## src/verilog/clock_divider_params.svh

```systemverilog
// Offsets, field positions, reset values and counts for the clock divider.
// Assumes a byte-addressed APB register window with 32-bit words.
`ifndef CLOCK_DIVIDER_PARAMS_SVH
`define CLOCK_DIVIDER_PARAMS_SVH
// Register byte offsets
`define OFS_RUN_CFG   8'h00
`define OFS_RUN_EXT   8'h04
`define OFS_DSLP_CFG  8'h08
`define OFS_GATE      8'h0c
`define OFS_STATUS    8'h10
// Field positions
`define POS_OSC_OFF   0
`define POS_OSC_SEL   4
`define POS_CRYSTAL_SELECT      6
`define POS_SKIP      11
`define POS_PLL_PD    13
`define POS_DIV_EN    22
`define POS_DIV       23
`define POS_USE_EXT   31
// Writable bits; the rest read as zero
`define MASK_RUN_CFG  32'h07c02ff1
`define MASK_RUN_EXT  32'h9f802870
`define MASK_DSLP_CFG 32'h1f800070
// Reset values: run registers on internal oscillator, PLL skipped and off, divider code 0xf
`define RST_RUN_CFG   32'h07802811
`define RST_RUN_EXT   32'h07802810
`define RST_DSLP_CFG  32'h00000000
`define RST_GATE      32'h00000000
// Source select codes
`define SRC_MAIN      3'h0
`define SRC_INT       3'h1
`define SRC_INT4      3'h2
`define SRC_SLOW      3'h3
`define SRC_RTC       3'h7
// Rates and counts
`define VCO_MHZ       400
`define ADC_MHZ       16
`define ADC_DIV       (`VCO_MHZ / `ADC_MHZ)
`define INT_PRE_DIV   4
`define N_PERIPH      8
`endif

```

## src/verilog/clock_divider_pkg.sv

```systemverilog
// Types shared by the clock divider and its environment.
// Assumes the constants header is compiled alongside.
package clock_divider_pkg;
    // APB request from the master
    typedef struct packed {
        logic        psel;
        logic        penable;
        logic        pwrite;
        logic [7:0]  paddr;
        logic [31:0] pwdata;
    } apb_req_t;
    // APB answer to the master
    typedef struct packed {
        logic        pready;
        logic        pslverr;
        logic [31:0] prdata;
    } apb_rsp_t;
    // Effective clock configuration
    typedef struct packed {
        logic       use_pll;
        logic [2:0] src;
        logic [6:0] divisor;
    } clk_cfg_t;
endpackage

```

## src/verilog/system_clock_source_divider.sv

```systemverilog
// System clock source selection and division, ADC clock, peripheral gates.
// Every oscillator arrives as a one-cycle tick synchronous to mclk_in,
// so every derived clock leaves as a one-cycle enable pulse.
`timescale 1ns/1ps
`include "clock_divider_params.svh"

// Overview of operation
// - Reset leaves the system clock on the internal oscillator.
// - PLL skipped: select 0 main, 1 internal, 2 internal/4, 3 slow.
// - Real-time oscillator only with PLL skipped and wide select 7.
// - PLL, fed by main oscillator, used when skip 0 and select 0.
// - Override bit in second register makes its fields govern.
// - With override, each second-register field replaces the first.
// - Divisor is divider code plus one, on PLL path or enabled oscillator path from code 1.
// - PLL path halves the VCO before the divider.
// - Divider code resets to 0xf with the divider disabled, so divide by one.
// - Oscillator path codes 0 and 1 both divide by two.
// - Divider disabled without PLL passes the source undivided.
// - Wide divider field has two more bits, up to divide by 64.
// - ADC clock derived at 16 MHz regardless of system divider.
// - Each peripheral clock has its own individual gate.
// - In deep sleep the deep-sleep register picks source and divider.
module system_clock_source_divider (
    // Clock and reset
    input  wire logic                         mclk_in,
    input  wire logic                         rstn_in,
    // APB slave
    input  wire clock_divider_pkg::apb_req_t  apb_req_in,
    output      clock_divider_pkg::apb_rsp_t  apb_rsp_out,
    // Oscillator ticks
    input  wire logic                         internal_osc_tick_in,
    input  wire logic                         main_osc_tick_in,
    input  wire logic                         slow_osc_tick_in,
    input  wire logic                         rtc_osc_tick_in,
    input  wire logic                         pll_vco_tick_in,
    // Power mode
    input  wire logic                         deep_sleep_in,
    // Oscillator and PLL controls
    output      logic                         main_osc_enable_out,
    output      logic                         pll_power_on_out,
    output      logic [4:0]                   crystal_select_out,
    // Derived clock enables
    output      logic                         system_clock_en_out,
    output      logic                         adc_clock_en_out,
    output      logic [`N_PERIPH-1:0]         periph_clock_en_out
);
    import clock_divider_pkg::*;

    ////////////////////////////////////////////////////////////////////
    // Registers
    logic [31:0] run_cfg_q;
    logic [31:0] run_ext_q;
    logic [31:0] dslp_cfg_q;
    logic [31:0] gate_q;
    logic [31:0] rdata_d;
    logic [31:0] prdata_q;
    logic        hit;
    logic        setup;
    logic        access;

    // Effective configuration
    clk_cfg_t    run_cfg;
    clk_cfg_t    dslp_cfg;
    clk_cfg_t    want_cfg;
    clk_cfg_t    act_q;
    logic        skip;
    logic [2:0]  sel;
    logic [5:0]  div;
    logic        pll_pd;

    // Dividers
    logic [1:0]  int_pre_q;
    logic        int4_tick;
    logic        half_q;
    logic        pll_half_tick;
    logic        src_tick;
    logic [6:0]  sys_cnt_q;
    logic        sys_wrap;
    logic [4:0]  adc_cnt_q;
    logic        sys_en_q;
    logic        adc_en_q;
    logic [`N_PERIPH-1:0] periph_en_q;

    ////////////////////////////////////////////////////////////////////
    // Divisor from path, enable and code
    // Seven bits so that code 0x3f plus one still fits
    function automatic logic [6:0] divisor_of(
        input logic       use_pll,
        input logic       en,
        input logic [5:0] code
    );
        logic [6:0] n;
        n = {1'b0, code} + 7'h01;
        if (use_pll) begin
            divisor_of = n;
        end else if (!en) begin
            divisor_of = 7'h01;
        end else if (code <= 6'h01) begin
            divisor_of = 7'h02;
        end else begin
            divisor_of = n;
        end
    endfunction

    ////////////////////////////////////////////////////////////////////
    // APB decode; answers in the first access cycle
    // Status word: 2:0 source, 3 PLL in use, 4 deep sleep, 11:5 divisor
    assign setup  = apb_req_in.psel && !apb_req_in.penable;
    assign access = apb_req_in.psel && apb_req_in.penable;

    always_comb begin
        hit     = 1'b1;
        rdata_d = 32'h00000000;
        unique case (apb_req_in.paddr)
            `OFS_RUN_CFG:  rdata_d = run_cfg_q;
            `OFS_RUN_EXT:  rdata_d = run_ext_q;
            `OFS_DSLP_CFG: rdata_d = dslp_cfg_q;
            `OFS_GATE:     rdata_d = gate_q;
            `OFS_STATUS: begin
                rdata_d = {20'h00000, act_q.divisor,
                           deep_sleep_in, act_q.use_pll, act_q.src};
            end
            default:       hit = 1'b0;
        endcase
    end

    // Read data captured in setup so it comes from a flop
    // and stands unchanged through the access cycle.
    always_ff @(posedge mclk_in or negedge rstn_in) begin
        if (!rstn_in) begin
            prdata_q <= 32'h00000000;
        end else if (setup) begin
            prdata_q <= rdata_d;
        end
    end

    // Zero wait states; unmapped addresses flag an error
    assign apb_rsp_out.pready  = 1'b1;
    assign apb_rsp_out.pslverr = access && !hit;
    assign apb_rsp_out.prdata  = prdata_q;

    ////////////////////////////////////////////////////////////////////
    // Register writes; reserved bits masked off
    always_ff @(posedge mclk_in or negedge rstn_in) begin
        if (!rstn_in) begin
            run_cfg_q  <= `RST_RUN_CFG;
            run_ext_q  <= `RST_RUN_EXT;
            dslp_cfg_q <= `RST_DSLP_CFG;
            gate_q     <= `RST_GATE;
        end else if (access && apb_req_in.pwrite) begin
            unique case (apb_req_in.paddr)
                `OFS_RUN_CFG: begin
                    run_cfg_q <= apb_req_in.pwdata & `MASK_RUN_CFG;
                end
                `OFS_RUN_EXT: begin
                    run_ext_q <= apb_req_in.pwdata & `MASK_RUN_EXT;
                end
                `OFS_DSLP_CFG: begin
                    dslp_cfg_q <= apb_req_in.pwdata & `MASK_DSLP_CFG;
                end
                `OFS_GATE: begin
                    gate_q <= {{(32-`N_PERIPH){1'b0}},
                               apb_req_in.pwdata[`N_PERIPH-1:0]};
                end
                default: begin
                end
            endcase
        end
    end

    ////////////////////////////////////////////////////////////////////
    // Field selection between the two run registers
    always_comb begin
        // each wide field replaces its narrow one
        if (run_ext_q[`POS_USE_EXT]) begin
            skip   = run_ext_q[`POS_SKIP];
            pll_pd = run_ext_q[`POS_PLL_PD];
            sel    = run_ext_q[`POS_OSC_SEL +: 3];
            div    = run_ext_q[`POS_DIV +: 6];
        end else begin
            skip   = run_cfg_q[`POS_SKIP];
            pll_pd = run_cfg_q[`POS_PLL_PD];
            sel    = {1'b0, run_cfg_q[`POS_OSC_SEL +: 2]};
            div    = {2'b00, run_cfg_q[`POS_DIV +: 4]};
        end
    end

    // Run-mode source and divisor
    always_comb begin
        // PLL only when not skipped and select is main
        run_cfg.use_pll = !skip && (sel == `SRC_MAIN);
        // real-time source needs skip and code 7
        if (!skip && sel == `SRC_RTC) begin
            run_cfg.src = `SRC_INT;
        end else begin
            run_cfg.src = sel;
        end
        run_cfg.divisor = divisor_of(run_cfg.use_pll,
                                     run_cfg_q[`POS_DIV_EN], div);
    end

    // Deep-sleep source and divider; PLL is not used there
    always_comb begin
        dslp_cfg.use_pll = 1'b0;
        dslp_cfg.src     = dslp_cfg_q[`POS_OSC_SEL +: 3];
        dslp_cfg.divisor = divisor_of(1'b0, 1'b1,
                                      dslp_cfg_q[`POS_DIV +: 6]);
    end

    assign want_cfg = deep_sleep_in ? dslp_cfg : run_cfg;

    ////////////////////////////////////////////////////////////////////
    // Internal oscillator prescaler, divide by four
    always_ff @(posedge mclk_in or negedge rstn_in) begin
        if (!rstn_in) begin
            int_pre_q <= 2'h0;
        end else if (internal_osc_tick_in) begin
            int_pre_q <= int_pre_q + 2'h1;
        end
    end
    assign int4_tick = internal_osc_tick_in
                       && (int_pre_q == 2'(`INT_PRE_DIV - 1));

    always_ff @(posedge mclk_in or negedge rstn_in) begin
        if (!rstn_in) begin
            half_q <= 1'b0;
        end else if (pll_vco_tick_in) begin
            half_q <= !half_q;
        end
    end
    // A powered-down PLL yields no ticks, so its path simply stalls
    assign pll_half_tick = pll_vco_tick_in && half_q && !pll_pd;

    ////////////////////////////////////////////////////////////////////
    // Source multiplexer on the active configuration
    always_comb begin
        if (act_q.use_pll) begin
            src_tick = pll_half_tick;
        end else begin
            unique case (act_q.src)
                `SRC_MAIN: src_tick = main_osc_tick_in;
                `SRC_INT:  src_tick = internal_osc_tick_in;
                `SRC_INT4: src_tick = int4_tick;
                `SRC_SLOW: src_tick = slow_osc_tick_in;
                `SRC_RTC:  src_tick = rtc_osc_tick_in;
                default:   src_tick = internal_osc_tick_in;
            endcase
        end
    end

    // Output period ends on this source tick
    // Greater-or-equal keeps a count above the divisor from running away
    assign sys_wrap = src_tick && (sys_cnt_q >= act_q.divisor - 7'h01);

    // System divider counter
    always_ff @(posedge mclk_in or negedge rstn_in) begin
        if (!rstn_in) begin
            sys_cnt_q <= 7'h00;
        end else if (sys_wrap) begin
            sys_cnt_q <= 7'h00;
        end else if (src_tick) begin
            sys_cnt_q <= sys_cnt_q + 7'h01;
        end
    end

    // A source that stops ticking freezes the switch, so software keeps
    // the running source alive until the new one has taken over.
    // switch only at a period boundary
    always_ff @(posedge mclk_in or negedge rstn_in) begin
        if (!rstn_in) begin
            act_q.use_pll <= 1'b0;
            act_q.src     <= `SRC_INT;
            act_q.divisor <= 7'h01;
        end else if (sys_wrap) begin
            act_q <= want_cfg;
        end
    end

    // System clock enable from a flop
    always_ff @(posedge mclk_in or negedge rstn_in) begin
        if (!rstn_in) begin
            sys_en_q <= 1'b0;
        end else begin
            sys_en_q <= sys_wrap;
        end
    end

    ////////////////////////////////////////////////////////////////////
    // Raw VCO ticks are counted, so the ADC rate ignores the system
    // divider; it stops while the PLL is powered down.
    // fixed ADC divider from the VCO
    always_ff @(posedge mclk_in or negedge rstn_in) begin
        if (!rstn_in) begin
            adc_cnt_q <= 5'h00;
            adc_en_q  <= 1'b0;
        end else begin
            adc_en_q <= 1'b0;
            if (pll_vco_tick_in && !pll_pd) begin
                if (adc_cnt_q == 5'(`ADC_DIV - 1)) begin
                    adc_cnt_q <= 5'h00;
                    adc_en_q  <= 1'b1;
                end else begin
                    adc_cnt_q <= adc_cnt_q + 5'h01;
                end
            end
        end
    end

    always_ff @(posedge mclk_in or negedge rstn_in) begin
        if (!rstn_in) begin
            periph_en_q <= '0;
        end else begin
            periph_en_q <= {`N_PERIPH{sys_wrap}} & gate_q[`N_PERIPH-1:0];
        end
    end

    ////////////////////////////////////////////////////////////////////
    // Outputs
    assign system_clock_en_out = sys_en_q;
    assign adc_clock_en_out    = adc_en_q;
    assign periph_clock_en_out = periph_en_q;
    // main oscillator off until software enables it
    assign main_osc_enable_out = !run_cfg_q[`POS_OSC_OFF];
    assign pll_power_on_out    = !pll_pd;
    assign crystal_select_out  = run_cfg_q[`POS_CRYSTAL_SELECT +: 5];

endmodule

```

## config.mk

```make
export PLATFORM = sky130hd
export DESIGN_NAME = system_clock_source_divider
export DESIGN_NICKNAME = d
export VERILOG_FILES = /design/src/verilog/clock_divider_pkg.sv /design/src/verilog/system_clock_source_divider.sv
export VERILOG_INCLUDE_DIRS = /design/src /design/src/verilog
export SDC_FILE = /design/constraint.sdc
export NUM_CORES = 1
export LEC_CHECK = 0
export ABC_CLOCK_PERIOD_IN_PS = 6710
export BUFFER_PORTS_ARGS = -buffer_cell sky130_fd_sc_hd__buf_2
export CAP_MARGIN = 20
export CORE_ASPECT_RATIO = 0.75
export CORE_MARGIN = 3
export CORE_UTILIZATION = 47
export CTS_CLUSTER_SIZE = 30
export DETAILED_ROUTE_END_ITERATION = 16
export PLACE_DENSITY = 0.69
export SLEW_MARGIN = 20
export SYNTH_ARGS = -nofsm -noshare
export SYNTH_HDL_FRONTEND = slang
export SYNTH_SLANG_ARGS = --single-unit
```

## constraint.sdc

```tcl
create_clock -name mclk_in -period 6.71 [get_ports mclk_in]
set_input_delay 1.342 -clock mclk_in [delete_from_list [all_inputs] [get_ports mclk_in]]
set_output_delay 1.342 -clock mclk_in [all_outputs]
set_load 0.01 [all_outputs]
```

# ---- After elaboration in Yosys (flattened, before gate mapping)
# Index checks and enable logic that the tools add are counted.
# Widths: inputs -> output; s select.
dict set report classes {
  n_addsub 6
  order_cmp 3
  eq_ne 10
  n_mux 19
  bitwise 1
  n_reduce_logical 26
}
# operator n
set ops {}
lappend ops {{$pmux 32 s5} 1}
lappend ops {{$mux 7} 6}
lappend ops {{$eq 8x4->1 const B} 2}
lappend ops {{$add 6x1->7 const B} 2}
lappend ops {{$le 6x1->1 const B} 2}
lappend ops {{$logic_and 1x1->1} 11}
lappend ops {{$mux 11} 1}
lappend ops {{$and 8x8->8} 1}
lappend ops {{$eq 8x3->1 const B} 1}
lappend ops {{$eq 8x5->1 const B} 1}
lappend ops {{$logic_not 8->1} 1}
lappend ops {{$reduce_and 2->1} 4}
lappend ops {{$add 7x1->7 const B} 1}
lappend ops {{$ge 7x7->1} 1}
lappend ops {{$sub 7x1->7 const B} 1}
lappend ops {{$eq 3x2->1 const B} 2}
lappend ops {{$eq 3x3->1 const B} 2}
lappend ops {{$logic_not 1->1} 6}
lappend ops {{$logic_not 3->1} 2}
lappend ops {{$mux 1} 6}
lappend ops {{$mux 3} 2}
lappend ops {{$mux 6} 1}
lappend ops {{$add 5x1->5 const B} 1}
lappend ops {{$eq 5x5->1 const B} 1}
lappend ops {{6 further kinds} 6}
dict set report word_totals {
  regBits 112
  input_bits 51
  output_inout_bits 51
  elab_cells 80
}

# ---- Depth between registers and ports, before layout
# Gate-level depths: netlist of the first run.
dict set report depth {
  word_depth 6
  mapped_depth 11
  mapped_depth_nobuf 10
}

# ---- Worst setup path after synthesis of the first run
# Ideal clock, no wire load.
dict set report synth_path {
  path_kind {input to output}
  start {in apb_req_in[35] in the netlist's numbering}
  end {out apb_rsp_out[32] in the netlist's numbering}
  t_arrival_ns 2.425
  required_time_ns 5.368
  path_slack_ns 2.943
  cell_stages 4
  n_path_buf 2
  cell_sequence {buf_1 -> clkbuf_1 -> o21ai_0 -> a21oi_1}
}
# element line
set synth_rtl {}
lappend synth_rtl {{start, declared} system_clock_source_divider.sv:28} ;# input wire clock_divider_pkg::apb_req_t apb_req_in,
lappend synth_rtl {{end, declared} system_clock_source_divider.sv:29} ;# output clock_divider_pkg::apb_rsp_t apb_rsp_out,

==> key figures, run 1 <==
Worst hold path
  • Hold Crit Depth: 1
  • Hold Path Sink: half_q$_DFFE_PN0P_
  • Worst Min Path Start: half_q$_DFFE_PN0P_
  • HP Class: reg2reg

Routing
  • Drt initial violations: 301
  • DR pass1 iterations: 8
  • Wire per inst: ~18 um
  • DR DRC count: 0
  • Antenna Violating Nets Remaining: 0
  • Vias: ~3,900
  • Vias per cell: 5.64
  • Final wirelength: between 10,000 and 15,000 um

Power and ir drop
  • Pwr Total: ~1.7 mW
  • Clk pwr share: 0.292
  • Sw frac: 0.333
  • Leakage: 3.02 nW
  • Int Pwr: ~1.1 mW
  • Worst IR Drop VDD: ~140 uV
  • P_sw: 0.571 mW
  • Seq pwr share: 0.443
  • P per Cell Area: 282 nW/um^2
  • Combinational share of power: 0.264

Logic synthesis
  • Register bit count reported by yosys: 101
  • Prevailing post-synth register cell: dfrtp_1
  • Asr flop ratio synth: 1.00
  • Seq/Total Area, Yosys: 0.472
  • Mapped cell area: 5400 um^2
  • Mapped Cells: between 400 and 500
  • Xor/xnor share of the synthesized area: 0.0292
  • Adder-Cell Fraction of Synth Area: 0.0417
  • Post-synth EDFFs: 0
  • Synth Warn #: 0
  • Largest family of logic cells by synthesized area: multiplexers
  • Post-synthesis cell type count: 58
  • Mux share of post-synthesis cell area: 0.158
  • Post-Synth Simple-Gate Area: 0.122
  • Syn Area/Cell: 11.2 um^2
  • Synth Area in Compound Gates: 0.123

Clock tree
  • Hold buffers post-CTS: 0
  • Clock sinks: 101
  • Clk_lat worst skew: 0.35 ns
  • Worst-case clock buffer depth: 2
  • Htree depth: 3
  • CTS tree: built
  • Root Buffer: clkbuf_16
  • Resize count post-CTS: 0
  • CTS Buf Count: 9
  • Clock transition at the registers of the reported paths: 0.07 ns
  • Post-CTS Setup Bufs: 0

Global routing
  • Grt ovf: 0
  • First-pass GRT wire length: roughly 20,000 um
  • Largest net degree at the start of global routing: 73
  • Total GRT Usage: 0.203
  • Number of global-route vias before repair: 3,761
  • Initial antenna violation count: 0

Layout
  • Final Non-Filler Cells: 694
  • Nets@finish: 618
  • Most common cell after layout, fill and taps aside: dfrtp_1
  • Synth-to-layout area growth: 12.7%
  • # diodes: 0
  • Fin area: between 6000 and 7000 um^2
  • Most frequent cells in the layout: 84 x dfrtp_1, 77 x buf_2, 38 x nand2_1
  • Layout Utilization: 0.550
  • Share of cells above drive strength 1: 0.314

Die
  • DIE HEIGHT: 98.8 um
  • Starting Density: 0.488
  • Total die area: approximately 13,000 um^2
  • Core Area: 11,100 um^2
  • Rows: 33
  • Die W: approximately 130 um
  • I/O pin cnt: 102

Timing
  • Max Freq: 0.267 GHz
  • Part of the cycle the worst path needs: 0.559
  • Max-slew headroom: 0.367
  • Final Hold Fails: 0
  • Final hold slack: 0.467 ns
  • Unrepaired setup endpoints after global routing: no
  • Final setup viols: 0
  • Minimum clock period: 3.75 ns
  • Final slew viol count: 0
  • Setup WS post-layout: 2.96 ns
  • Worst-Margin Slew: 0.937 ns
  • Layout Skew: 0.0127 ns
  • Setup TNS: 0 ns

Critical path
  • Worst Reg-to-Reg Cells: 9
  • Crit start category: primary input
  • Required time worst endpoint: 5.37 ns
  • Worst Setup End Kind: primary output
  • Reg2reg end: act_q[8]$_DFFE_PN0P_
  • CP Class: in2out
  • R2r setup slk: 3.89 ns
  • Crit path max fanout: 3
  • Worst r2r src: act_q[0]$_DFFE_PN1P_
  • Data arrival, critical path: 2.41 ns

Placement
  • Pre-CTS WS: 2.97 ns
  • Cell count after placement: 678
  • Port Buf Inserts: between 70 and 80
  • RD Place Congestion: 0.881
  • Placed Area: 5800 um^2
  • Hpwl dp: 9280 um

Job
  • Max cap viols: 0

Outcome
  • Run status: completed
-- power by group through the flow --
stage / logic [mW] / clock network (mW) / registers (mW)
3_3_place_gp: 0.424 / 0 / 0.766
4_1_cts: 0.453 / 0.512 / 0.759
5_1_grt: 0.508 / 0.539 / 0.773
6_report: 0.453 / 0.501 / 0.759
2_1_floorplan: 0.327 / 0 / 0.747
3_5_place_dp: 0.449 / 0 / 0.769
-- worst max-delay path, cell delays in order --
cell     delay, ns
buf_2         0.10
or4_4         0.53
nor2_1        0.17
a21oi_1       0.11
buf_2         0.16
-- how the worst max path moves through the flow --
stage                                 end            from
after floorplan           apb_rsp_out[32]  apb_req_in[35]
after global placement    apb_rsp_out[32]  apb_req_in[38]
after detailed placement  apb_rsp_out[32]  apb_req_in[38]
after CTS                 apb_rsp_out[32]  apb_req_in[38]
after global routing      apb_rsp_out[32]  apb_req_in[35]
final                     apb_rsp_out[32]  apb_req_in[38]
-- flip-flops by register name (all words and copies together), names as in the netlist, 2 cells and up --
signal and count:
act_q 11, sys_cnt_q 7, gate_q 8, prdata_q 21, dslp_cfg_q 9, run_cfg_q 15, periph_clock_en_out 8, adc_cnt_q 5
run_ext_q 12, int_pre_q 2
-- routing by layer --
| layer | track usage | vias up | wire, um |
|---|---|---|---|
| li1 | - | 1859 | - |
| met1 | 0.301 | 1930 | 6120 |
| met2 | 0.296 | 111 | 5650 |
| met3 | 0.0504 | 12 | 703 |
| met4 | 0.0551 | 0 | 134 |
| met5 | 0 | - | 0 |
-- kinds of logic after synthesis --
kind of cell	after synthesis
AO/OA/AOI/OAI	97
XOR/XNOR	18
adder cells (fa/ha/maj)	18
buffers and inverters	52
flip-flops	101
multiplexers	71
other	2
AND/OR/NAND/NOR	125
-- layout make-up --
type / instances / area (um^2)
Fill cell: 958 / 4980
Multi-Input combinational cell: 341 / 2600
Sequential cell: 101 / 2550
Timing Repair Buffer: 82 / 423
Clock buffer: 10 / 239
Tap cell: 140 / 175
Inverter: 14 / 52.6
Clock inverter: 6 / 42.5
-- cell usage after synthesis (all sizes together) (3+ instances only) --
cell type / number / share of area
dfrtp: 84 / 0.39
mux2: 53 / 0.12
nand2: 41 / 0.031
o21ai: 27 / 0.025
buf: 26 / 0.035
nor2: 20 / 0.017
ha: 18 / 0.042
mux2i: 18 / 0.033
dfstp: 17 / 0.083
inv: 14 / 0.0097
and3: 13 / 0.015
nor2b: 13 / 0.015
clkbuf: 12 / 0.0083
o31ai: 10 / 0.014
xor2: 10 / 0.016
a21oi: 9 / 0.0083
a22o: 9 / 0.015
nand3: 9 / 0.0093
nor3: 8 / 0.0074
xnor2: 8 / 0.013
a22oi: 7 / 0.0097
a31oi: 6 / 0.0070
nor4: 4 / 0.0046
o22ai: 4 / 0.0046
o32a: 4 / 0.0074
a32oi: 3 / 0.0049
nand2b: 3 / 0.0035
nand4: 3 / 0.0035
o211ai: 3 / 0.0042
Note: power is estimated with default switching activity, not from simulation.
==> run 2: changes to the inputs <==
--- a/config.mk
+++ b/config.mk
@@ -6,7 +6,7 @@
 export SDC_FILE = /design/constraint.sdc
 export NUM_CORES = 1
 export LEC_CHECK = 0
-export ABC_CLOCK_PERIOD_IN_PS = 6710
+export ABC_CLOCK_PERIOD_IN_PS = 3100
 export BUFFER_PORTS_ARGS = -buffer_cell sky130_fd_sc_hd__buf_2
 export CAP_MARGIN = 20
 export CORE_ASPECT_RATIO = 0.75
@@ -14,7 +14,7 @@
 export CORE_UTILIZATION = 47
 export CTS_CLUSTER_SIZE = 30
 export DETAILED_ROUTE_END_ITERATION = 16
-export PLACE_DENSITY = 0.69
+export PLACE_DENSITY = 0.72
 export SLEW_MARGIN = 20
 export SYNTH_ARGS = -nofsm -noshare
 export SYNTH_HDL_FRONTEND = slang
==> constraint.sdc (replaced) <==
create_clock -name mclk_in -period 3.1 [get_ports mclk_in]
set_input_delay 0.62 -clock mclk_in [delete_from_list [all_inputs] [get_ports mclk_in]]
set_output_delay 0.62 -clock mclk_in [all_outputs]
set_load 0.01 [all_outputs]
==> run 2 against run 1 <==
Against the previous run:
- first-iteration DRC count decreased by 4.0%
- count of clock-buffer cells in the layout unchanged
- power increased by 120%
- utilization increased by 0.35 points
- clock power increased by 110%
- largest power group unchanged
- sequential cell count unchanged
- critical path type is now reg2reg
- cell area increased by 0.64%
==> key figures, run 2 (same netlist as run 1, synthesis figures left out) <==
Outcome
  • Run status: completed

Global routing
  • Number of global-route vias before repair: around 3,900
  • First-pass GRT wire length: 20,700 um
  • Grt ovf: 0
  • Largest net degree at the start of global routing: 44
  • Total GRT Usage: 0.207
  • Initial antenna violation count: 0

Clock tree
  • Resize count post-CTS: 0
  • Hold buffers post-CTS: 0
  • Root Buffer: clkbuf_16
  • Worst-case clock buffer depth: 2
  • Clock sinks: 101
  • Clk_lat worst skew: 0.35 ns
  • Clock transition at the registers of the reported paths: 0.07 ns
  • CTS Buf Count: 9
  • Htree depth: 3
  • CTS tree: built
  • Post-CTS Setup Bufs: 0

Power and ir drop
  • Leakage: 3.04 nW
  • P per Cell Area: approximately 600 nW/um^2
  • Worst IR Drop VDD: 293 uV

Routing
  • Final wirelength: roughly 13,000 um
  • Vias per cell: about 5.7
  • DR pass1 iterations: 4
  • Drt initial violations: 289
  • DR DRC count: 0
  • Vias: 4,003
  • Antenna Violating Nets Remaining: 0
  • Wire per inst: ~18 um

Timing
  • Setup TNS: 0 ns
  • Layout Skew: 0.00872 ns
  • Final hold slack: 0.250 ns
  • Final setup viols: 0
  • Unrepaired setup endpoints after global routing: no
  • Max Freq: 0.365 GHz
  • Final slew viol count: 0
  • Worst-Margin Slew: between 0.6 and 0.7 ns
  • Minimum clock period: 2.74 ns
  • Part of the cycle the worst path needs: 0.883
  • Final Hold Fails: 0
  • Max-slew headroom: 0.550

Critical path
  • CP Class: reg2reg
  • Crit path max fanout: 17
  • Critical Path Max Stage Delay: 0.78 ns
  • Worst Setup End Kind: register
  • Crit start category: register
  • Sequence of cells on the critical path: mux2i_1 > ha_1 > a2bb2oi_1 > o211ai_1 > a21oi_1 > nor3_1 > o32a_1
  • Data arrival, critical path: 2.97 ns
  • CP max-delay cell: dfrtp_1
  • Required time worst endpoint: 3.33 ns

Die
  • Starting Density: 0.488
  • Die W: 130 um
  • Core Area: between 10,000 and 15,000 um^2
  • Rows: 33
  • DIE HEIGHT: 98.8 um
  • I/O pin cnt: slightly above 100
  • Total die area: 12,800 um^2

Placement
  • Port Buf Inserts: 78
  • RD Place Congestion: approximately 0.82
  • Hpwl dp: roughly 9600 um

Worst hold path
  • HP Class: in2async

Layout
  • Multi-input gate area: 2600 um^2
  • Fill count: 972
  • Largest registers: prdata_q: 21 flops, run_cfg_q: 15 flops, run_ext_q: 12 flops
  • Most frequent cells in the layout: 84 x dfrtp_1, 77 x buf_2, 38 x nand2_1
  • Reg area: around 2500 um^2
  • # diodes: 0
  • Share of cells above drive strength 1: 0.320
  • Most common cell after layout, fill and taps aside: dfrtp_1
  • Largest register by flop count: prdata_q
  • Synth-to-layout area growth: 13.4%
  • Nets@finish: 624
  • Max reg flops: 21

Job
  • Max cap viols: 0
-- run 2: cell type report --
| type | instances | share of cell area |
|---|---|---|
| inverter | 14 | 0.00858 |
| tap | 140 | 0.0286 |
| clock buffer | 10 | 0.0374 |
| multi-input combinational | 341 | 0.425 |
| clock inverter | 6 | 0.00756 |
| timing repair buffer | 88 | 0.0764 |
| sequential | 101 | 0.416 |
-- run 2: worst paths after layout --
check                           slack (ns)                  endpoint                 startpoint  cells after the start
worst max-delay path                  0.36      act_q[4]$_DFFE_PN0P_  run_ext_q[31]$_DFFE_PN0P_                      7
worst min-delay path                  0.25  prdata_q[10]$_DFFE_PN0P_                    rstn_in                      1
worst max register to register        0.36      act_q[4]$_DFFE_PN0P_  run_ext_q[31]$_DFFE_PN0P_                      7
worst min register to register        0.47        half_q$_DFFE_PN0P_         half_q$_DFFE_PN0P_                      1
max in group asynchronous             1.99  run_cfg_q[0]$_DFFE_PN1P_                    rstn_in                      2
min in group mclk_in                  0.47        half_q$_DFFE_PN0P_         half_q$_DFFE_PN0P_                      1
-- run 2: report_power, final --
group | total, mW | switching [mW] | internal [mW]
Clock | 1.07 | 0.518 | 0.554
Sequential | 1.64 | 0.165 | 1.48
Combinational | 0.977 | 0.554 | 0.423
-- run 2: metal layers --
metal / GRT usage / up-vias / part of all wire
li1: - / 1865 / -
met1: 0.300 / 2009 / 0.48
met2: 0.316 / 117 / 0.45
met3: 0.0471 / 12 / 0.052
met4: 0.0543 / 0 / 0.012
met5: 0 / - / 0
-- run 2: critical path, delay by kind of cell (launching register included) --
kind	cells	cell delay [ns]
AO/OA/AOI/OAI	4	0.98
flip-flops	1	0.78
adder cells (fa/ha/maj)	1	0.24
AND/OR/NAND/NOR	1	0.11
multiplexers	1	0.52
-- run 2: per-stage QoR --
step | util | instances | area [um^2] | worst slack, ns | power (mW)
floorplan | - | 494 | 5440 | 0.661 | 2.32
global placement | 0.528 | 684 | 5850 | 0.413 | 2.58
detailed placement | 0.528 | 684 | 5850 | 0.388 | 2.64
CTS | 0.553 | 700 | 6120 | 0.373 | 3.71
global route | 0.553 | 700 | 6120 | 0.139 | 3.92
finish | 0.553 | 700 | 6120 | 0.362 | 3.69
==> run 3: changes to the inputs <==
==> constraint.sdc (replaced) <==
create_clock -name mclk_in -period 3.1 [get_ports mclk_in]
set_input_delay 0.465 -clock mclk_in [delete_from_list [all_inputs] [get_ports mclk_in]]
set_output_delay 0.465 -clock mclk_in [all_outputs]
set_load 0.01 [all_outputs]
==> run 3 against run 2 <==
Against the previous run:
- clock skew is 0.0033 ns higher
- die area stayed put
- power is 1.3% higher
- cell count stayed put
- critical path type unchanged
- largest power group unchanged
==> key figures, run 3 (same netlist as run 1, synthesis figures left out) <==
Timing
  • Part of the cycle the worst path needs: 0.870
  • Final setup viols: 0
  • Worst-Margin Slew: 0.680 ns
  • Final slew viol count: 0
  • Layout Skew: 0.0120 ns
  • Max Freq: 0.371 GHz
  • Setup WS post-layout: 0.404 ns
  • Final Hold Fails: 0
  • Max-slew headroom: 0.547
  • Unrepaired setup endpoints after global routing: no
  • Setup TNS: 0 ns
  • Minimum clock period: 2.70 ns

Layout
  • Synth-to-layout area growth: 13.8%
  • Most common cell after layout, fill and taps aside: dfrtp_1
  • Nets@finish: 624
  • # diodes: 0
  • Max reg flops: 21
  • Share of cells above drive strength 1: 0.318
  • Largest register by flop count: prdata_q
  • Final Non-Filler Cells: 700
  • Fill count: 954
  • Layout Utilization: 0.555
  • Largest registers: prdata_q: 21 flops, run_cfg_q: 15 flops, run_ext_q: 12 flops
  • Most frequent cells in the layout: 84 x dfrtp_1, 77 x buf_2, 38 x nand2_1

Global routing
  • Grt ovf: 0
  • Total GRT Usage: 0.204
  • Number of global-route vias before repair: 3,861
  • First-pass GRT wire length: 20,400 um
  • Initial antenna violation count: 0
  • Largest net degree at the start of global routing: 55

Power and ir drop
  • P per Cell Area: a little over 600 nW/um^2
  • Sw frac: 0.323
  • P_sw: 1.21 mW
  • Seq pwr share: 0.439
  • Worst IR Drop VDD: 327 uV
  • Clk pwr share: 0.302
  • Int Pwr: 2.53 mW
  • Combinational share of power: 0.259
  • Leakage: 3.05 nW

Placement
  • Cell count after placement: about 700
  • Port Buf Inserts: 78
  • Hpwl dp: 9630 um
  • Pre-CTS WS: 0.457 ns
  • RD Place Congestion: 0.850

Critical path
  • Worst Reg-to-Reg Cells: 9
  • Worst path bufs/invs: 1
  • CP delay by family, top: flip-flops
  • Data arrival, critical path: 2.93 ns
  • Reg2reg end: act_q[6]$_DFFE_PN0P_
  • Worst Setup End Kind: register
  • R2r setup slk: 0.40 ns
  • Crit path max fanout: 12
  • Required time worst endpoint: 3.33 ns
  • Path length in cells of the critical path: 9
  • CP Class: reg2reg
  • Crit-path most repeated cell: ha_1
  • CP max-delay cell: dfstp_2
  • Crit start category: register
  • Worst r2r src: act_q[0]$_DFFE_PN1P_
  • Sequence of cells on the critical path: inv_1 > ha_1 > xnor2_1 > ha_1 > a21o_1 > a31oi_1 > o211ai_1 > and2_1 > mux2_2
  • Critical Path Max Stage Delay: between 0.5 and 0.6 ns

Routing
  • Vias per cell: ~5.7
  • Vias: 3,968
  • DR DRC count: 0
  • Antenna Violating Nets Remaining: 0
  • DR pass1 iterations: 5
  • Wire per inst: 18.2 um
  • Drt initial violations: 190
  • Final wirelength: between 10,000 and 15,000 um

Die
  • Die W: 130 um
  • Core Area: 11,100 um^2
  • Total die area: 12,800 um^2
  • I/O pin cnt: roughly 100
  • Rows: 33
  • Starting Density: 0.488
  • DIE HEIGHT: 98.8 um

Clock tree
  • Clock transition at the registers of the reported paths: 0.07 ns
  • CTS Buf Count: 9
  • Worst-case clock buffer depth: 2
  • CTS tree: built
  • Clock sinks: 101
  • Hold buffers post-CTS: 0
  • Htree depth: 3
  • Resize count post-CTS: 0
  • Clk_lat worst skew: 0.35 ns
  • Root Buffer: clkbuf_16
  • Post-CTS Setup Bufs: 0

Job
  • Max cap viols: 0

Outcome
  • Run status: completed

Worst hold path
  • HP Class: in2async
run 3: cell types whose count changed in the layout (fill, tap and decap cells not counted):
cell,before,now
inv_8,1,0
clkinv_4,0,1
clkbuf_1,1,2
clkinvlp_4,1,0
clkinv_2,2,1
bufinv_16,0,1
run 3: worst max path at each step:
stage / from / endpoint / slack [ns]
2_1_floorplan: act_q[0]$_DFFE_PN1P_ / act_q[8]$_DFFE_PN0P_ / 0.68
3_3_place_gp: act_q[0]$_DFFE_PN1P_ / act_q[6]$_DFFE_PN0P_ / 0.48
3_5_place_dp: act_q[0]$_DFFE_PN1P_ / act_q[8]$_DFFE_PN0P_ / 0.46
4_1_cts: act_q[0]$_DFFE_PN1P_ / act_q[8]$_DFFE_PN0P_ / 0.44
5_1_grt: act_q[0]$_DFFE_PN1P_ / act_q[9]$_DFFE_PN0P_ / 0.30
6_report: act_q[0]$_DFFE_PN1P_ / act_q[6]$_DFFE_PN0P_ / 0.40
run 3: layer usage:
metal  routed length, um  global-route usage  vias to the layer above
met1                5920               0.289                     1977
met4                 212              0.0551                        0
met3                 700              0.0563                       17
met2                5880               0.312                      106
li1                    -                   -                     1868
met5                   0                   0                        -
run 3: metrics by stage:
stage | hold slack, ns | instance area (um^2) | power (mW)
global route | 0.204 | 6140 | 3.97
CTS | 0.183 | 6140 | 3.76
global placement | 0.455 | 5850 | 2.58
finish | 0.150 | 6140 | 3.74
detailed placement | 0.463 | 5850 | 2.63
floorplan | 0.169 | 5440 | 2.32
run 3: power by group through the flow:
stage | clock [mW] | sequential (mW) | combinational [mW]
floorplan | 0 | 1.62 | 0.707
global placement | 0 | 1.66 | 0.924
detailed placement | 0 | 1.66 | 0.969
CTS | 1.15 | 1.64 | 0.969
global route | 1.20 | 1.66 | 1.10
finish | 1.13 | 1.64 | 0.969
run 3: cell type report:
cell class	instances	area [um^2]	area share
multi-input cells	341	2600	0.424
flip-flops and latches	101	2550	0.415
repair buffers	88	468	0.0762
clock buffers	11	233	0.0379
well taps	140	175	0.0285
clock inverters	5	61.3	0.00998
inverters	14	52.6	0.00856
